File: config.mk
export PLATFORM = sky130hd
export DESIGN_NAME = rxcf_regs
export DESIGN_NICKNAME = d
export VERILOG_FILES = /design/src/core/rxcf_regs.v
export VERILOG_INCLUDE_DIRS = /design/src /design/src/core
export SDC_FILE = /design/constraint.sdc
export NUM_CORES = 1
export LEC_CHECK = 0
export BUFFER_PORTS_ARGS = -buffer_cell sky130_fd_sc_hd__buf_2
export CAP_MARGIN = 0
export CORE_UTILIZATION = 35
export CTS_CLUSTER_DIAMETER = 100
export CTS_CLUSTER_SIZE = 30
export DETAILED_ROUTE_END_ITERATION = 12
export MAX_ROUTING_LAYER = met4
export RECOVER_POWER = 50
export SYNTH_ARGS = -nofsm -noshare
export SYNTH_HDL_FRONTEND = slang
export SYNTH_SLANG_ARGS = --single-unit
File: constraint.sdc
create_clock -name i_sys_clk -period 2.28 [get_ports i_sys_clk]
set_input_delay 0.456 -clock i_sys_clk [delete_from_list [all_inputs] [get_ports i_sys_clk]]
set_output_delay 0.456 -clock i_sys_clk [all_outputs]
set_load 0.05 [all_outputs]
File: src/core/rxcf_consts.vh
// Offsets, field positions, reset values and timing counts of the receiver config bank
`ifndef RXCF_CONSTS_VH
`define RXCF_CONSTS_VH
`define RXCF_IDX_CHANNEL_FILTER   8'h0B
`define RXCF_IDX_DEMOD_SQUELCH    8'h0C
`define RXCF_IDX_FIRST_GAIN       8'h0D
`define RXCF_IDX_SECOND_GAIN      8'h0E
`define RXCF_IDX_CTRL             8'h10
`define RXCF_IDX_STATUS           8'h11
`define RXCF_RST_CHANNEL_FILTER   8'h00
`define RXCF_RST_DEMOD_SQUELCH    8'h2C
`define RXCF_RST_FIRST_GAIN       8'hD8
`define RXCF_RST_SECOND_GAIN      8'h00
`define RXCF_BIT_CH_CHOICE        7
`define RXCF_BIT_DEMOD_MODE       7
`define RXCF_BIT_AMD_MIXER        6
`define RXCF_BIT_SQ_DYN           5
`define RXCF_BIT_SQ_RATIO         4
`define RXCF_BIT_AGC_EN           3
`define RXCF_BIT_AGC_MODE         2
`define RXCF_BIT_AGC_ALG          1
`define RXCF_BIT_AGC_RATIO        0
`define RXCF_BIT_LF_SEL           1
`define RXCF_BIT_LF_SPLIT         0
`define RXCF_CODE_MAX_SECOND      4'hA
`define RXCF_CODE_WINDOW_MAX      4'h4
`define RXCF_SQ_DELAY_NS          18880
`define RXCF_CLK_PERIOD_NS        10
// Squelch delay in cycles of the 10 ns clock, sized for the 16-bit counter
`define RXCF_SQ_DELAY_CYC         16'h0760
`define RXCF_AGC_PULSES           4'h8
`endif

File: src/core/rxcf_regs.v
// Receiver front-end configuration register bank with APB slave and control decode
//
// Behaviour
// - Single channel enabled: choice bit picks it
// - Both enabled, manual: choice bit picks framing
// - Demod mode and AM demod type select
// - Dynamic squelch starts 18.88 us after TX
// - Squelch ratio bit sets trigger level
// - Gain loop enable and pulse-limited mode
// - Gain algorithm preset or reset select
// - Gain loop ratio three or six
// - AM first stage gain coding
// - PM first stage gain coding
// - Low frequency input select
// - Low frequency split mode routing
// - Second stage gain fields, codes 0-A
// - Second stage window then stage reduction
// - Second stage applied on reset gain command
`include "rxcf_consts.vh"
module rxcf_regs (
    input  wire        i_sys_clk,
    input  wire        i_rst_b,
    input  wire        i_psel,
    input  wire        i_penable,
    input  wire        i_pwrite,
    input  wire [31:0] i_paddr,
    input  wire [31:0] i_pwdata,
    output wire [31:0] o_prdata,
    output wire        o_pready,
    output wire        o_pslverr,
    input  wire        i_am_chan_en,
    input  wire        i_pm_chan_en,
    input  wire        i_manual_sel,
    input  wire        i_tx_active,
    input  wire        i_mrt_reached,
    input  wire        i_subcarrier_pulse,
    input  wire        i_rx_active,
    input  wire        i_reset_gain_cmd,
    output wire        o_am_chan_on,
    output wire        o_pm_chan_on,
    output wire        o_framing_from_pm,
    output wire        o_iq_demod,
    output wire        o_am_mixer,
    output wire        o_squelch_on,
    output wire        o_squelch_ratio_6_3,
    output wire        o_agc_run,
    output wire        o_agc_alg_reset,
    output wire        o_gain_loop_ratio,
    output wire [2:0]  o_am_first_stage_gain,
    output wire [2:0]  o_pm_first_stage_gain,
    output wire        o_am_first_boost,
    output wire        o_pm_first_boost,
    output wire        o_low_freq_input_select,
    output wire        o_receive_input_one_to_am,
    output wire        o_receive_input_two_to_pm,
    output wire [3:0]  o_am_later_stage_gain,
    output wire [3:0]  o_pm_later_stage_gain,
    output wire [2:0]  o_am_window_steps,
    output wire [2:0]  o_pm_window_steps,
    output wire [2:0]  o_am_stage_steps,
    output wire [2:0]  o_pm_stage_steps
);

    reg [7:0]  chan_filter_ff;
    reg [7:0]  demod_sq_ff;
    reg [7:0]  first_gain_ff;
    reg [7:0]  second_gain_ff;
    reg [7:0]  applied_gain_ff;
    reg [31:0] prdata_ff;
    reg        pready_ff;
    reg        pslverr_ff;
    reg [1:0]  tx_sync_ff;
    reg [1:0]  mrt_sync_ff;
    reg [1:0]  sub_sync_ff;
    reg [1:0]  rxa_sync_ff;
    reg        tx_prev_ff;
    reg        sub_prev_ff;
    reg [15:0] sq_cnt_ff;
    reg        sq_wait_ff;
    reg        squelch_ff;
    reg [3:0]  pulse_cnt_ff;
    reg        am_on_ff;
    reg        pm_on_ff;
    reg        frame_pm_ff;
    reg        agc_run_ff;
    reg [7:0]  idx;
    reg [31:0] nxt_prdata;
    reg        hit;

    wire access = i_psel && i_penable && !pready_ff;
    wire wr     = access && i_pwrite && hit;
    wire tx_end = tx_prev_ff && !tx_sync_ff[1];
    wire sub_rise = sub_sync_ff[1] && !sub_prev_ff;
    wire ch_pm  = chan_filter_ff[`RXCF_BIT_CH_CHOICE];

    // Word aligned decode of the byte address
    always @* begin
        idx = i_paddr[9:2];
        hit = (i_paddr[31:10] == 22'h000000) && (i_paddr[1:0] == 2'h0) &&
              ((idx >= `RXCF_IDX_CHANNEL_FILTER && idx <= `RXCF_IDX_SECOND_GAIN) ||
               idx == `RXCF_IDX_STATUS);
        nxt_prdata = 32'h00000000;
        case (idx)
            `RXCF_IDX_CHANNEL_FILTER: nxt_prdata = {24'h000000, chan_filter_ff};
            `RXCF_IDX_DEMOD_SQUELCH:  nxt_prdata = {24'h000000, demod_sq_ff};
            `RXCF_IDX_FIRST_GAIN:     nxt_prdata = {24'h000000, first_gain_ff};
            `RXCF_IDX_SECOND_GAIN:    nxt_prdata = {24'h000000, second_gain_ff};
            `RXCF_IDX_STATUS:         nxt_prdata = {20'h00000, squelch_ff, agc_run_ff,
                                                    frame_pm_ff, pm_on_ff,
                                                    applied_gain_ff};
            default:                  nxt_prdata = 32'h00000000;
        endcase
        if (!hit) begin
            nxt_prdata = 32'h00000000;
        end
    end

    // One wait state per access: ready is registered on the first penable edge
    always @(posedge i_sys_clk) begin
        if (!i_rst_b) begin
            pready_ff  <= 1'b0;
            pslverr_ff <= 1'b0;
            prdata_ff  <= 32'h00000000;
        end else begin
            pready_ff  <= access;
            pslverr_ff <= access && (!hit || (i_pwrite && idx == `RXCF_IDX_STATUS));
            if (access && !i_pwrite) begin
                prdata_ff <= nxt_prdata;
            end
        end
    end

    // Status index is read-only; writes there are refused
    always @(posedge i_sys_clk) begin
        if (!i_rst_b) begin
            chan_filter_ff  <= `RXCF_RST_CHANNEL_FILTER;
            demod_sq_ff     <= `RXCF_RST_DEMOD_SQUELCH;
            first_gain_ff   <= `RXCF_RST_FIRST_GAIN;
            second_gain_ff  <= `RXCF_RST_SECOND_GAIN;
            applied_gain_ff <= `RXCF_RST_SECOND_GAIN;
        end else begin
            if (wr && idx == `RXCF_IDX_CHANNEL_FILTER) begin
                chan_filter_ff <= i_pwdata[7:0];
            end
            if (wr && idx == `RXCF_IDX_DEMOD_SQUELCH) begin
                demod_sq_ff <= i_pwdata[7:0];
            end
            if (wr && idx == `RXCF_IDX_FIRST_GAIN) begin
                first_gain_ff <= i_pwdata[7:0];
            end
            if (wr && idx == `RXCF_IDX_SECOND_GAIN) begin
                second_gain_ff <= i_pwdata[7:0];
            end
            if (i_reset_gain_cmd) begin
                applied_gain_ff <= second_gain_ff;
            end
        end
    end

    // Pins from the analogue side pass two flip-flops
    always @(posedge i_sys_clk) begin
        if (!i_rst_b) begin
            tx_sync_ff  <= 2'h0;
            mrt_sync_ff <= 2'h0;
            sub_sync_ff <= 2'h0;
            rxa_sync_ff <= 2'h0;
            tx_prev_ff  <= 1'b0;
            sub_prev_ff <= 1'b0;
        end else begin
            tx_sync_ff  <= {tx_sync_ff[0], i_tx_active};
            mrt_sync_ff <= {mrt_sync_ff[0], i_mrt_reached};
            sub_sync_ff <= {sub_sync_ff[0], i_subcarrier_pulse};
            rxa_sync_ff <= {rxa_sync_ff[0], i_rx_active};
            tx_prev_ff  <= tx_sync_ff[1];
            sub_prev_ff <= sub_sync_ff[1];
        end
    end

    // Squelch: delayed start after TX, stop at mask timer
    always @(posedge i_sys_clk) begin
        if (!i_rst_b) begin
            sq_cnt_ff  <= 16'h0000;
            sq_wait_ff <= 1'b0;
            squelch_ff <= 1'b0;
        end else if (!demod_sq_ff[`RXCF_BIT_SQ_DYN] || tx_sync_ff[1]) begin
            sq_cnt_ff  <= 16'h0000;
            sq_wait_ff <= 1'b0;
            squelch_ff <= 1'b0;
        end else if (tx_end) begin
            sq_cnt_ff  <= 16'h0001;
            sq_wait_ff <= 1'b1;
        end else if (sq_wait_ff) begin
            if (sq_cnt_ff == `RXCF_SQ_DELAY_CYC) begin
                sq_wait_ff <= 1'b0;
                squelch_ff <= !mrt_sync_ff[1];
            end else begin
                sq_cnt_ff <= sq_cnt_ff + 16'h0001;
            end
        end else if (mrt_sync_ff[1]) begin
            squelch_ff <= 1'b0;
        end
    end

    // Gain loop: pulse-limited or whole receive period
    always @(posedge i_sys_clk) begin
        if (!i_rst_b) begin
            pulse_cnt_ff <= 4'h0;
            agc_run_ff   <= 1'b0;
        end else begin
            if (!rxa_sync_ff[1]) begin
                pulse_cnt_ff <= 4'h0;
            end else if (sub_rise && pulse_cnt_ff != `RXCF_AGC_PULSES) begin
                pulse_cnt_ff <= pulse_cnt_ff + 4'h1;
            end
            agc_run_ff <= demod_sq_ff[`RXCF_BIT_AGC_EN] && rxa_sync_ff[1] &&
                          (demod_sq_ff[`RXCF_BIT_AGC_MODE] ||
                           pulse_cnt_ff != `RXCF_AGC_PULSES);
        end
    end

    // Channel enables and framing source
    always @(posedge i_sys_clk) begin
        if (!i_rst_b) begin
            am_on_ff    <= 1'b0;
            pm_on_ff    <= 1'b0;
            frame_pm_ff <= 1'b0;
        end else if (i_am_chan_en && i_pm_chan_en) begin
            am_on_ff    <= 1'b1;
            pm_on_ff    <= 1'b1;
            frame_pm_ff <= i_manual_sel ? ch_pm : frame_pm_ff;
        end else if (i_am_chan_en || i_pm_chan_en) begin
            am_on_ff    <= !ch_pm;
            pm_on_ff    <= ch_pm;
            frame_pm_ff <= ch_pm;
        end else begin
            am_on_ff    <= 1'b0;
            pm_on_ff    <= 1'b0;
            frame_pm_ff <= 1'b0;
        end
    end

    // Static decodes registered so every output leaves a flip-flop
    reg [5:0]  stat_ff;
    reg [8:0]  first_ff;
    reg [19:0] second_ff;
    wire [3:0] am_code = applied_gain_ff[7:4];
    wire [3:0] pm_code = applied_gain_ff[3:0];

    // Codes above A are clamped for the window and stage steps; the later stage gain outputs still carry them raw
    function [5:0] split_code;
        input [3:0] c;
        reg   [3:0] k;
        reg   [3:0] d;
        begin
            k = (c > `RXCF_CODE_MAX_SECOND) ? `RXCF_CODE_MAX_SECOND : c;
            d = k - `RXCF_CODE_WINDOW_MAX;
            if (k <= `RXCF_CODE_WINDOW_MAX) begin
                split_code = {k[2:0], 3'h0};
            end else begin
                split_code = {3'h4, d[2:0]};
            end
        end
    endfunction

    wire [5:0] am_split = split_code(am_code);
    wire [5:0] pm_split = split_code(pm_code);

    always @(posedge i_sys_clk) begin
        if (!i_rst_b) begin
            stat_ff   <= 6'h00;
            first_ff  <= 9'h000;
            second_ff <= 20'h00000;
        end else begin
            stat_ff <= {demod_sq_ff[`RXCF_BIT_DEMOD_MODE],
                        demod_sq_ff[`RXCF_BIT_AMD_MIXER],
                        demod_sq_ff[`RXCF_BIT_SQ_RATIO],
                        demod_sq_ff[`RXCF_BIT_AGC_ALG],
                        demod_sq_ff[`RXCF_BIT_AGC_RATIO],
                        first_gain_ff[`RXCF_BIT_LF_SEL]};
            first_ff <= {first_gain_ff[7:5], first_gain_ff[4:2],
                         first_gain_ff[7:5] == 3'h7, first_gain_ff[4:2] == 3'h7,
                         first_gain_ff[`RXCF_BIT_LF_SEL] &&
                         first_gain_ff[`RXCF_BIT_LF_SPLIT]};
            second_ff <= {am_code, pm_code, am_split, pm_split};
        end
    end

    assign o_prdata                = prdata_ff;
    assign o_pready                = pready_ff;
    assign o_pslverr               = pslverr_ff;
    assign o_am_chan_on            = am_on_ff;
    assign o_pm_chan_on            = pm_on_ff;
    assign o_framing_from_pm       = frame_pm_ff;
    assign o_squelch_on            = squelch_ff;
    assign o_agc_run               = agc_run_ff;
    assign o_iq_demod              = stat_ff[5];
    assign o_am_mixer              = stat_ff[4];
    assign o_squelch_ratio_6_3     = stat_ff[3];
    assign o_agc_alg_reset         = stat_ff[2];
    assign o_gain_loop_ratio       = stat_ff[1];
    assign o_low_freq_input_select = stat_ff[0];
    assign o_am_first_stage_gain   = first_ff[8:6];
    assign o_pm_first_stage_gain   = first_ff[5:3];
    assign o_am_first_boost        = first_ff[2];
    assign o_pm_first_boost        = first_ff[1];
    assign o_receive_input_one_to_am            = first_ff[0];
    assign o_receive_input_two_to_pm            = first_ff[0];
    assign o_am_later_stage_gain   = second_ff[19:16];
    assign o_pm_later_stage_gain   = second_ff[15:12];
    assign o_am_window_steps       = second_ff[11:9];
    assign o_am_stage_steps        = second_ff[8:6];
    assign o_pm_window_steps       = second_ff[5:3];
    assign o_pm_stage_steps        = second_ff[2:0];

endmodule

# Yosys cells after proc, flatten, opt, wreduce, memory -nomap -nowiden
# Cells that the tools add are included.
[word_totals]
regBits = 145
input_bits = 77
output_inout_bits = 75
wordCells = 124
[classes]
add_sub_neg = 4
magnitude_cmp = 6
n_eq_ne = 12
n_mux = 21
n_bitwise = 3
reduce_logical = 48
[op_table]
columns = ["cell", "count"]
rows = [
  ["12-bit one-hot mux with 5 select lines", 1],
  ["8-bit by 4-bit equality test with 1-bit output (second input constant)", 4],
  ["32-bit 2-to-1 mux", 1],
  ["22-bit zero test", 1],
  ["1-bit logical AND", 21],
  ["16-bit by 1-bit adder with 16-bit output (second input constant)", 1],
  ["16-bit by 11-bit equality test with 1-bit output (second input constant)", 1],
  ["1-bit 2-to-1 mux", 15],
  ["6-bit 2-to-1 mux", 2],
  ["2-bit AND reduction", 5],
  ["8-bit by 5-bit equality test with 1-bit output (second input constant)", 1],
  ["8-bit by 4-bit greater-or-equal comparator with 1-bit output (second input constant)", 1],
  ["4-bit greater-than comparator (second input constant)", 2],
  ["4-bit by 3-bit less-or-equal comparator with 1-bit output (second input constant)", 2],
  ["8-bit by 4-bit less-or-equal comparator with 1-bit output (second input constant)", 1],
  ["1-bit zero test", 8],
  ["4-bit 2-to-1 mux", 2],
  ["3-bit equality test (second input constant)", 2],
  ["2-bit OR reduction", 3],
  ["3-bit subtractor (second input constant)", 2],
  ["1-bit logical OR", 5],
  ["4-bit by 1-bit adder with 4-bit output (second input constant)", 1],
  ["2-bit inequality test (second input constant)", 2],
  ["4-bit inequality test (second input constant)", 1],
  ["6 further kinds", 9],
]

# Logic depth before layout (Yosys ltp)
# Gate-level depths: netlist of the first run.
[logic_depth]
ltp_word = 7
mapped_depth = 8
ltp_nobuf = 7

# Worst setup path before layout of the first run
# Ideal clock, no wire load.
[synth_path]
kind = "input -> register"
startpoint = "input port i_paddr[15]"
endpoint = "register second_gain_ff[0]"
setup_ps = 120
arrival_ps = 2079
required_ps = 2160
setup_slack_ps = 81
cell_stages = 6
cell_sequence = "or4_1 > nor3_4 > o211ai_2 > or4_4 > buf_6 > mux2i_1"
[synth_via]
elab_chain_cells = 5
[synth_lines]
columns = ["item", "line_no", "source"]
rows = [
  ["from (decl)", "rxcf_regs.v:26", "input wire [31:0] i_paddr,"],
  ["22-bit zero test", "rxcf_regs.v:99", "hit = (i_paddr[31:10] == 22'h000000) && (i_paddr[1:0] == 2'h0) &&"],
  ["1-bit logical AND (2 in a row)", "rxcf_regs.v:99", ""],
  ["1-bit logical AND", "rxcf_regs.v:91", "wire wr = access && i_pwrite && hit;"],
  ["1-bit logical AND (no source line)", "-", ""],
  ["to (signal assigned)", "rxcf_regs.v:139", "second_gain_ff <= `RXCF_RST_SECOND_GAIN;"],
  ["to (signal assigned)", "rxcf_regs.v:152", "second_gain_ff <= i_pwdata[7:0];"],
  ["to (decl)", "rxcf_regs.v:67", "reg [7:0] second_gain_ff;"],
]
# Every way passes these cells.
# A chain may end at the register's enable or synchronous reset.

# Final worst setup path of the first run
[layout_path]
startpoint = "input port i_paddr[14]"
endpoint = "register second_gain_ff[7]"
# Same word-level chain as after synthesis.

==> results of run 1 <==
-- cells by family (layout without fill, tap and decap cells) --
family,count (synthesis),after routing
adders and majority gates,4,4
buffers and inverters,58,164
xor gates and xnor gates,16,16
AOI/OAI and AO/OA,67,67
other,1,20
muxes,42,42
DFF,125,125
and+or+nand+nor,222,222
-- through the flow --
step,power (mW),area (sq um),setup slack [ns]
4_1_cts,5.40,6420,0.375
2_1_floorplan,2.48,5170,0.0812
3_5_place_dp,2.55,5790,-0.0698
3_3_place_gp,2.54,5790,-0.0379
5_1_grt,5.54,6370,0.195
6_report,5.33,6370,0.207
-- per-layer routing --
metal / vias to the layer above / GRT usage / share of wire
met2: 96 / 0.230 / 0.44
met1: 1848 / 0.215 / 0.50
li1: 2016 / - / -
met5: - / - / 0
met3: 12 / 0.0423 / 0.050
met4: 0 / 0.0724 / 0.013
-- power by group --
group / switching [mW] / internal (mW)
Combinational: 0.205 / 0.0856
Sequential: 0.00726 / 2.20
Clock: 0.968 / 1.86
Total: 1.18 / 4.15
-- placed cells by master, fill, tap and decap left out, types with 4 or more instances in the layout --
cell and n:
dfxtp_1 125, buf_2 76, nand2_1 73, mux2i_1 42, nor2_1 34, clkbuf_1 32, conb_1 20, and2_0 19
clkbuf_16 17, nor2b_1 16, and2_1 15, buf_4 15, xor2_1 13, o21ai_0 13, a22oi_1 12, a21boi_0 11
nand4_1 10, inv_1 9, o2bb2ai_1 8, a21o_1 8, nor4_1 7, nand3b_1 6, and3_1 6, nor3_1 5
a21oi_1 4, nand3_1 4, or2_2 4, ha_1 4, bufinv_16 4
-- worst register-to-register path: stages, from the launching register on --
cell and delay [ns]:
dfxtp_1 0.40, inv_1 0.10, ha_1 0.19, nor3b_1 0.14, a41oi_2 0.18, nand4_1 0.21
or4_1 0.46, nand2_1 0.08
-- sequential cells by signal, indices dropped and copies added, names as in the netlist, 2 cells and up --
| register | count |
|---|---|
| sq_cnt_ff | 16 |
| applied_gain_ff | 8 |
| sub_sync_ff | 2 |
| tx_sync_ff | 2 |
| mrt_sync_ff | 2 |
| demod_sq_ff | 8 |
| second_gain_ff | 8 |
| chan_filter_ff | 8 |
| second_ff | 20 |
| pulse_cnt_ff | 4 |
| rxa_sync_ff | 2 |
| stat_ff | 6 |
| first_ff | 9 |
| first_gain_ff | 8 |
| o_prdata | 12 |
-- worst paths after layout --
path | cells past startpoint | slack (ns) | to | start
max | 6 | 0.21 | second_gain_ff[7] | i_paddr[14]
min | 2 | 0.25 | sub_sync_ff[0] | i_subcarrier_pulse
max reg2reg | 7 | 0.46 | sq_cnt_ff[12] | sq_cnt_ff[0]
min reg2reg | 1 | 0.41 | o_squelch_on | mrt_sync_ff[1]
-- final cells by class --
cell class                 count  area, sq um  area share
sequential                   125         2500       0.393
multi-input combinational    371         2350       0.368
timing repair buffer         123          629      0.0988
clock buffer                  19          443      0.0695
tap                          180          225      0.0354
clock inverter                13          189      0.0297
inverter                       9         33.8     0.00530
==> impl_metrics.tcl, run 1 <==
set metrics [dict create \
    synthDistinctLibCells 51 \
    num_vias 3972 \
    io_pins 152 \
    syn_area_sq_um 5100 \
    vdd_drop_max_mv 0.589 \
    fp.dieH_um 123 \
    yosysWarnings 0 \
    clkLatencyLatePin_ns 0.41 \
    finalWirelength_um 11200 \
    ant_nets 0 \
    wl_per_cell_um 13.3 \
    power_density_nw_per_um2 837 \
    fin_util 0.454 \
    grt_usage 0.162 \
    synth-edff-count 0 \
    cts_num_sinks 125 \
    clock_skew_ns 0.00644 \
    port_buffers 107 \
    cp_num_buf_inv 1 \
    slew_headroom 0.595 \
    ctsResizeCount 0 \
    timing.hold.ws_ns 0.247 \
    post-route-drc-count 0 \
    fp-row-count 43 \
    status "finished clean" \
    dp_hpwl_um 8030 \
    ys_seq_elements 125 \
    drive_above_1_share 0.203 \
    synth.area.top_cells "dfxtp_1 (49%), mux2i_1 (8.2%), nand2_1 (5.4%), and2_1 (4.2%), buf_4 (3.1%)" \
    nFillCells 1334 \
    n_antenna_cell 0 \
    finalSetupViolations 0 \
    antenna_found_initial 0 \
    overflow 0 \
    drt_first_pass_iters 4 \
    critPathKind "in -> reg" \
    path_cells "buf_2, or4_4, nor3_1, o211ai_2, or4_4, mux2i_1" \
    core_sq_um 14000 \
    syn_inst 535 \
    postSynthAreaPerCell_sq_um 9.53 \
    fp.dieW_um 123 \
    clock.fmax_ghz 0.482 \
    grt_pass1_vias 3726 \
    cp_data_arrival_time_ns 2.37 \
    cts_buffers 17 \
    synth_ff_type "dfxtp_1" \
    synth_top_family_by_area "simple AND/OR/NAND/NOR gates" \
    worst_path_max_delay_cell "or4_4" \
    tightestPinTransition_ns 0.610 \
    die_area_sq_um 15000 \
    synth-simple-area-share 0.232 \
    finalHoldViolCount 0 \
    dp_cells 808 \
    synth_top_cell_by_area "dfxtp_1" \
    final_cells 840 \
    first_iter_violations 250 \
    synth_fa_ha_area_frac 0.00982 \
    synth_common_cells "dfxtp_1 (125), nand2_1 (73), mux2i_1 (42)" \
    muxShareOfSynthArea 0.0825 \
    cp_common_cell "or4_4" \
    cts_max_path_buffers 2 \
    synth_compound_area_frac 0.0965 \
    path_clk_slew_ns 0.06 \
    cp_top_family "simple AND/OR/NAND/NOR gates" \
    power.leakage_nw 2.69 \
    crit_required_ns 2.57 \
    min_path_type "in -> reg" \
    synth_top_area_share 0.491 \
    yosysMostFrequentCell "dfxtp_1" \
    finalCriticalPeriod_ns 2.07 \
    ys_seq_area_frac 0.491 \
    root_buffer "clkbuf_16" \
    h-tree-depth 4 \
    grt_pass1_wl_um 18200 \
    worst-path-max-fanout 8 \
    fin_tns_setup_ns 0 \
    start_util 0.363 \
    grt_max_degree 94 \
    cts_tree "done" \
    nets 728 \
    end_kind "flop" \
    post-route-period-util 0.909 \
    place.gp.congestion 0.765 \
    area_growth_pct 25.0 \
    rsz0062_at_grt "no" \
    critPathMaxStageDelay_ns 0.62 \
    slew_violations 0 \
    synth_xor_area_frac 0.0275 \
    critPathLaunchType "input pin" \
    via_per_inst 4.73 \
    drv_cap 0 \
    ys_async_sr_fraction 0 \
    ctsHoldBuffers 0 \
    cts_setup_buffers 0 \
]
(Power assumes the default switching activity.)
==> run 2, diff against run 1 <==
--- a/config.mk
+++ b/config.mk
@@ -14,6 +14,7 @@
 export DETAILED_ROUTE_END_ITERATION = 12
 export MAX_ROUTING_LAYER = met4
 export RECOVER_POWER = 50
+export SETUP_SLACK_MARGIN = 0.4
 export SYNTH_ARGS = -nofsm -noshare
 export SYNTH_HDL_FRONTEND = slang
 export SYNTH_SLANG_ARGS = --single-unit
==> run 2 against run 1 <==
Compared with the run above: register-to-register slack gained 0.03 ns; non-clock buffer count grew 1; setup slack gained 0.089 ns; critical path depth is the same; combinational power grew 1%; worst hold slack is essentially flat; clock-buffer cell count grew 3.
==> impl_metrics.tcl, run 2 (same netlist as run 1, synthesis figures left out) <==
set metrics [dict create \
    status "finished clean" \
    cts_buffers 17 \
    r2r-start "sq_cnt_ff[1]" \
    dp_cells 807 \
    dp_hpwl_um 8060 \
    drv_cap 0 \
    root_buffer "clkbuf_16" \
    r2r_end "sq_cnt_ff[12]" \
    worst-path-max-fanout 8 \
    cts_num_sinks 125 \
    clock_skew_ns 0.0128 \
    port_buffers 107 \
    finalCriticalPeriod_ns 1.98 \
    mostFrequentLayoutCell "dfxtp_1" \
    pwr-share-seq 0.407 \
    crit_required_ns 2.57 \
    largest-register "second_ff" \
    cts_tree "done" \
    min_to "rxa_sync_ff[0]" \
    tightestPinTransition_ns 0.633 \
    min_path_type "in -> reg" \
    critPathKind "in -> reg" \
    fin_util 0.457 \
    finalWirelength_um 11400 \
    finalSetupViolations 0 \
    largest_register_ffs 20 \
    clkPwrFrac 0.539 \
    grt_max_degree 94 \
    hold_path_depth 2 \
    cp_top_family "simple AND/OR/NAND/NOR gates" \
    slew_violations 0 \
    grt_pass1_wl_um 18300 \
    io_pins 152 \
    critPathLaunchType "input pin" \
    critPathMaxStageDelay_ns 0.55 \
    first_iter_violations 247 \
    overflow 0 \
    h-tree-depth 4 \
    hp-start "i_rx_active" \
    p_int_mw 4.32 \
    end_kind "flop" \
    num_vias 3981 \
    post-route-drc-count 0 \
    nets 729 \
    rrSetupSlack_ns 0.49 \
    power_density_nw_per_um2 846 \
    power.leakage_nw 2.72 \
    layout_common_cells "dfxtp_1 (123), buf_2 (75), nand2_1 (73)" \
    fp.dieW_um 123 \
    switching_share 0.204 \
    area_growth_pct 25.9 \
    final_cells 838 \
    p_sw_mw 1.11 \
    post-route-period-util 0.870 \
    combPwrFrac 0.054 \
    ant_nets 0 \
    drive_above_1_share 0.211 \
    via_per_inst 4.75 \
    die_area_sq_um 15000 \
    n_antenna_cell 0 \
    cp_common_cell "or4_4" \
    core_sq_um 14000 \
    timing.hold.ws_ns 0.247 \
    clkLatencyLatePin_ns 0.42 \
    wl_per_cell_um 13.7 \
    clock.fmax_ghz 0.504 \
    drt_first_pass_iters 4 \
    cts_max_path_buffers 2 \
    path_clk_slew_ns 0.05 \
    vdd_drop_max_mv 0.533 \
    slew_headroom 0.580 \
    fp.dieH_um 123 \
    antenna_found_initial 0 \
    path_cells "buf_6, or4_4, nor3_1, o211ai_2, or4_4, mux2i_1" \
    grt_pass1_vias 3713 \
    grt_usage 0.166 \
    cp_data_arrival_time_ns 2.28 \
    cp_num_buf_inv 1 \
    finalHoldViolCount 0 \
    start_util 0.363 \
    r2r_cells 7 \
    rsz0062_at_grt "yes" \
    worst_path_max_delay_cell "or4_4" \
    place.gp.congestion 0.822 \
    fp-row-count 43 \
]
run 2: power by group through the flow:
stage               clock, mW  combinational (mW)  sequential (mW)
floorplan                   0               0.201             2.28
global route             3.10               0.320             2.21
CTS                      2.99               0.295             2.21
detailed placement          0               0.294             2.26
global placement            0               0.289             2.26
finish                   2.93               0.295             2.21
run 2: cell type report:
cell class,count,area [sq um]
Fill cell,1329,7620
Sequential cell,125,2510
Multi-Input combinational cell,371,2360
Timing Repair Buffer,124,647
Clock buffer,22,484
Tap cell,180,225
Clock inverter,7,160
Inverter,9,33.8
run 2: repair_timing:
item,4_1_cts,5_1_grt
hold buffers,0,0
buffers inserted,0,2
endpoints found under the setup margin,0,18
resized for setup,0,10
run 2: per-stage QoR:
stage	TNS (ns)	setup slack (ns)	total power, mW	area [sq um]
CTS	0	0.425	5.49	6430
floorplan	0	0.142	2.49	5180
global route	0	0.248	5.63	6420
global placement	0	0.00770	2.55	5780
detailed placement	-0.0494	-0.0112	2.55	5780
finish	0	0.296	5.43	6420
run 2: worst max path at each step:
stage / from / endpoint / depth (start not counted)
3_3_place_gp: i_paddr[15] / second_gain_ff[2] / 6
6_report: i_paddr[21] / second_gain_ff[7] / 6
4_1_cts: i_paddr[15] / chan_filter_ff[5] / 7
2_1_floorplan: i_paddr[15] / second_gain_ff[0] / 6
3_5_place_dp: i_paddr[15] / second_gain_ff[7] / 6
5_1_grt: i_paddr[21] / second_gain_ff[7] / 6
run 2: metal layers:
metal | vias up | track usage | wire length [um]
met5 | - | - | 0
met4 | 0 | 0.0793 | 201
met3 | 14 | 0.0483 | 614
met2 | 108 | 0.248 | 5250
met1 | 1849 | 0.205 | 5370
li1 | 2010 | - | -
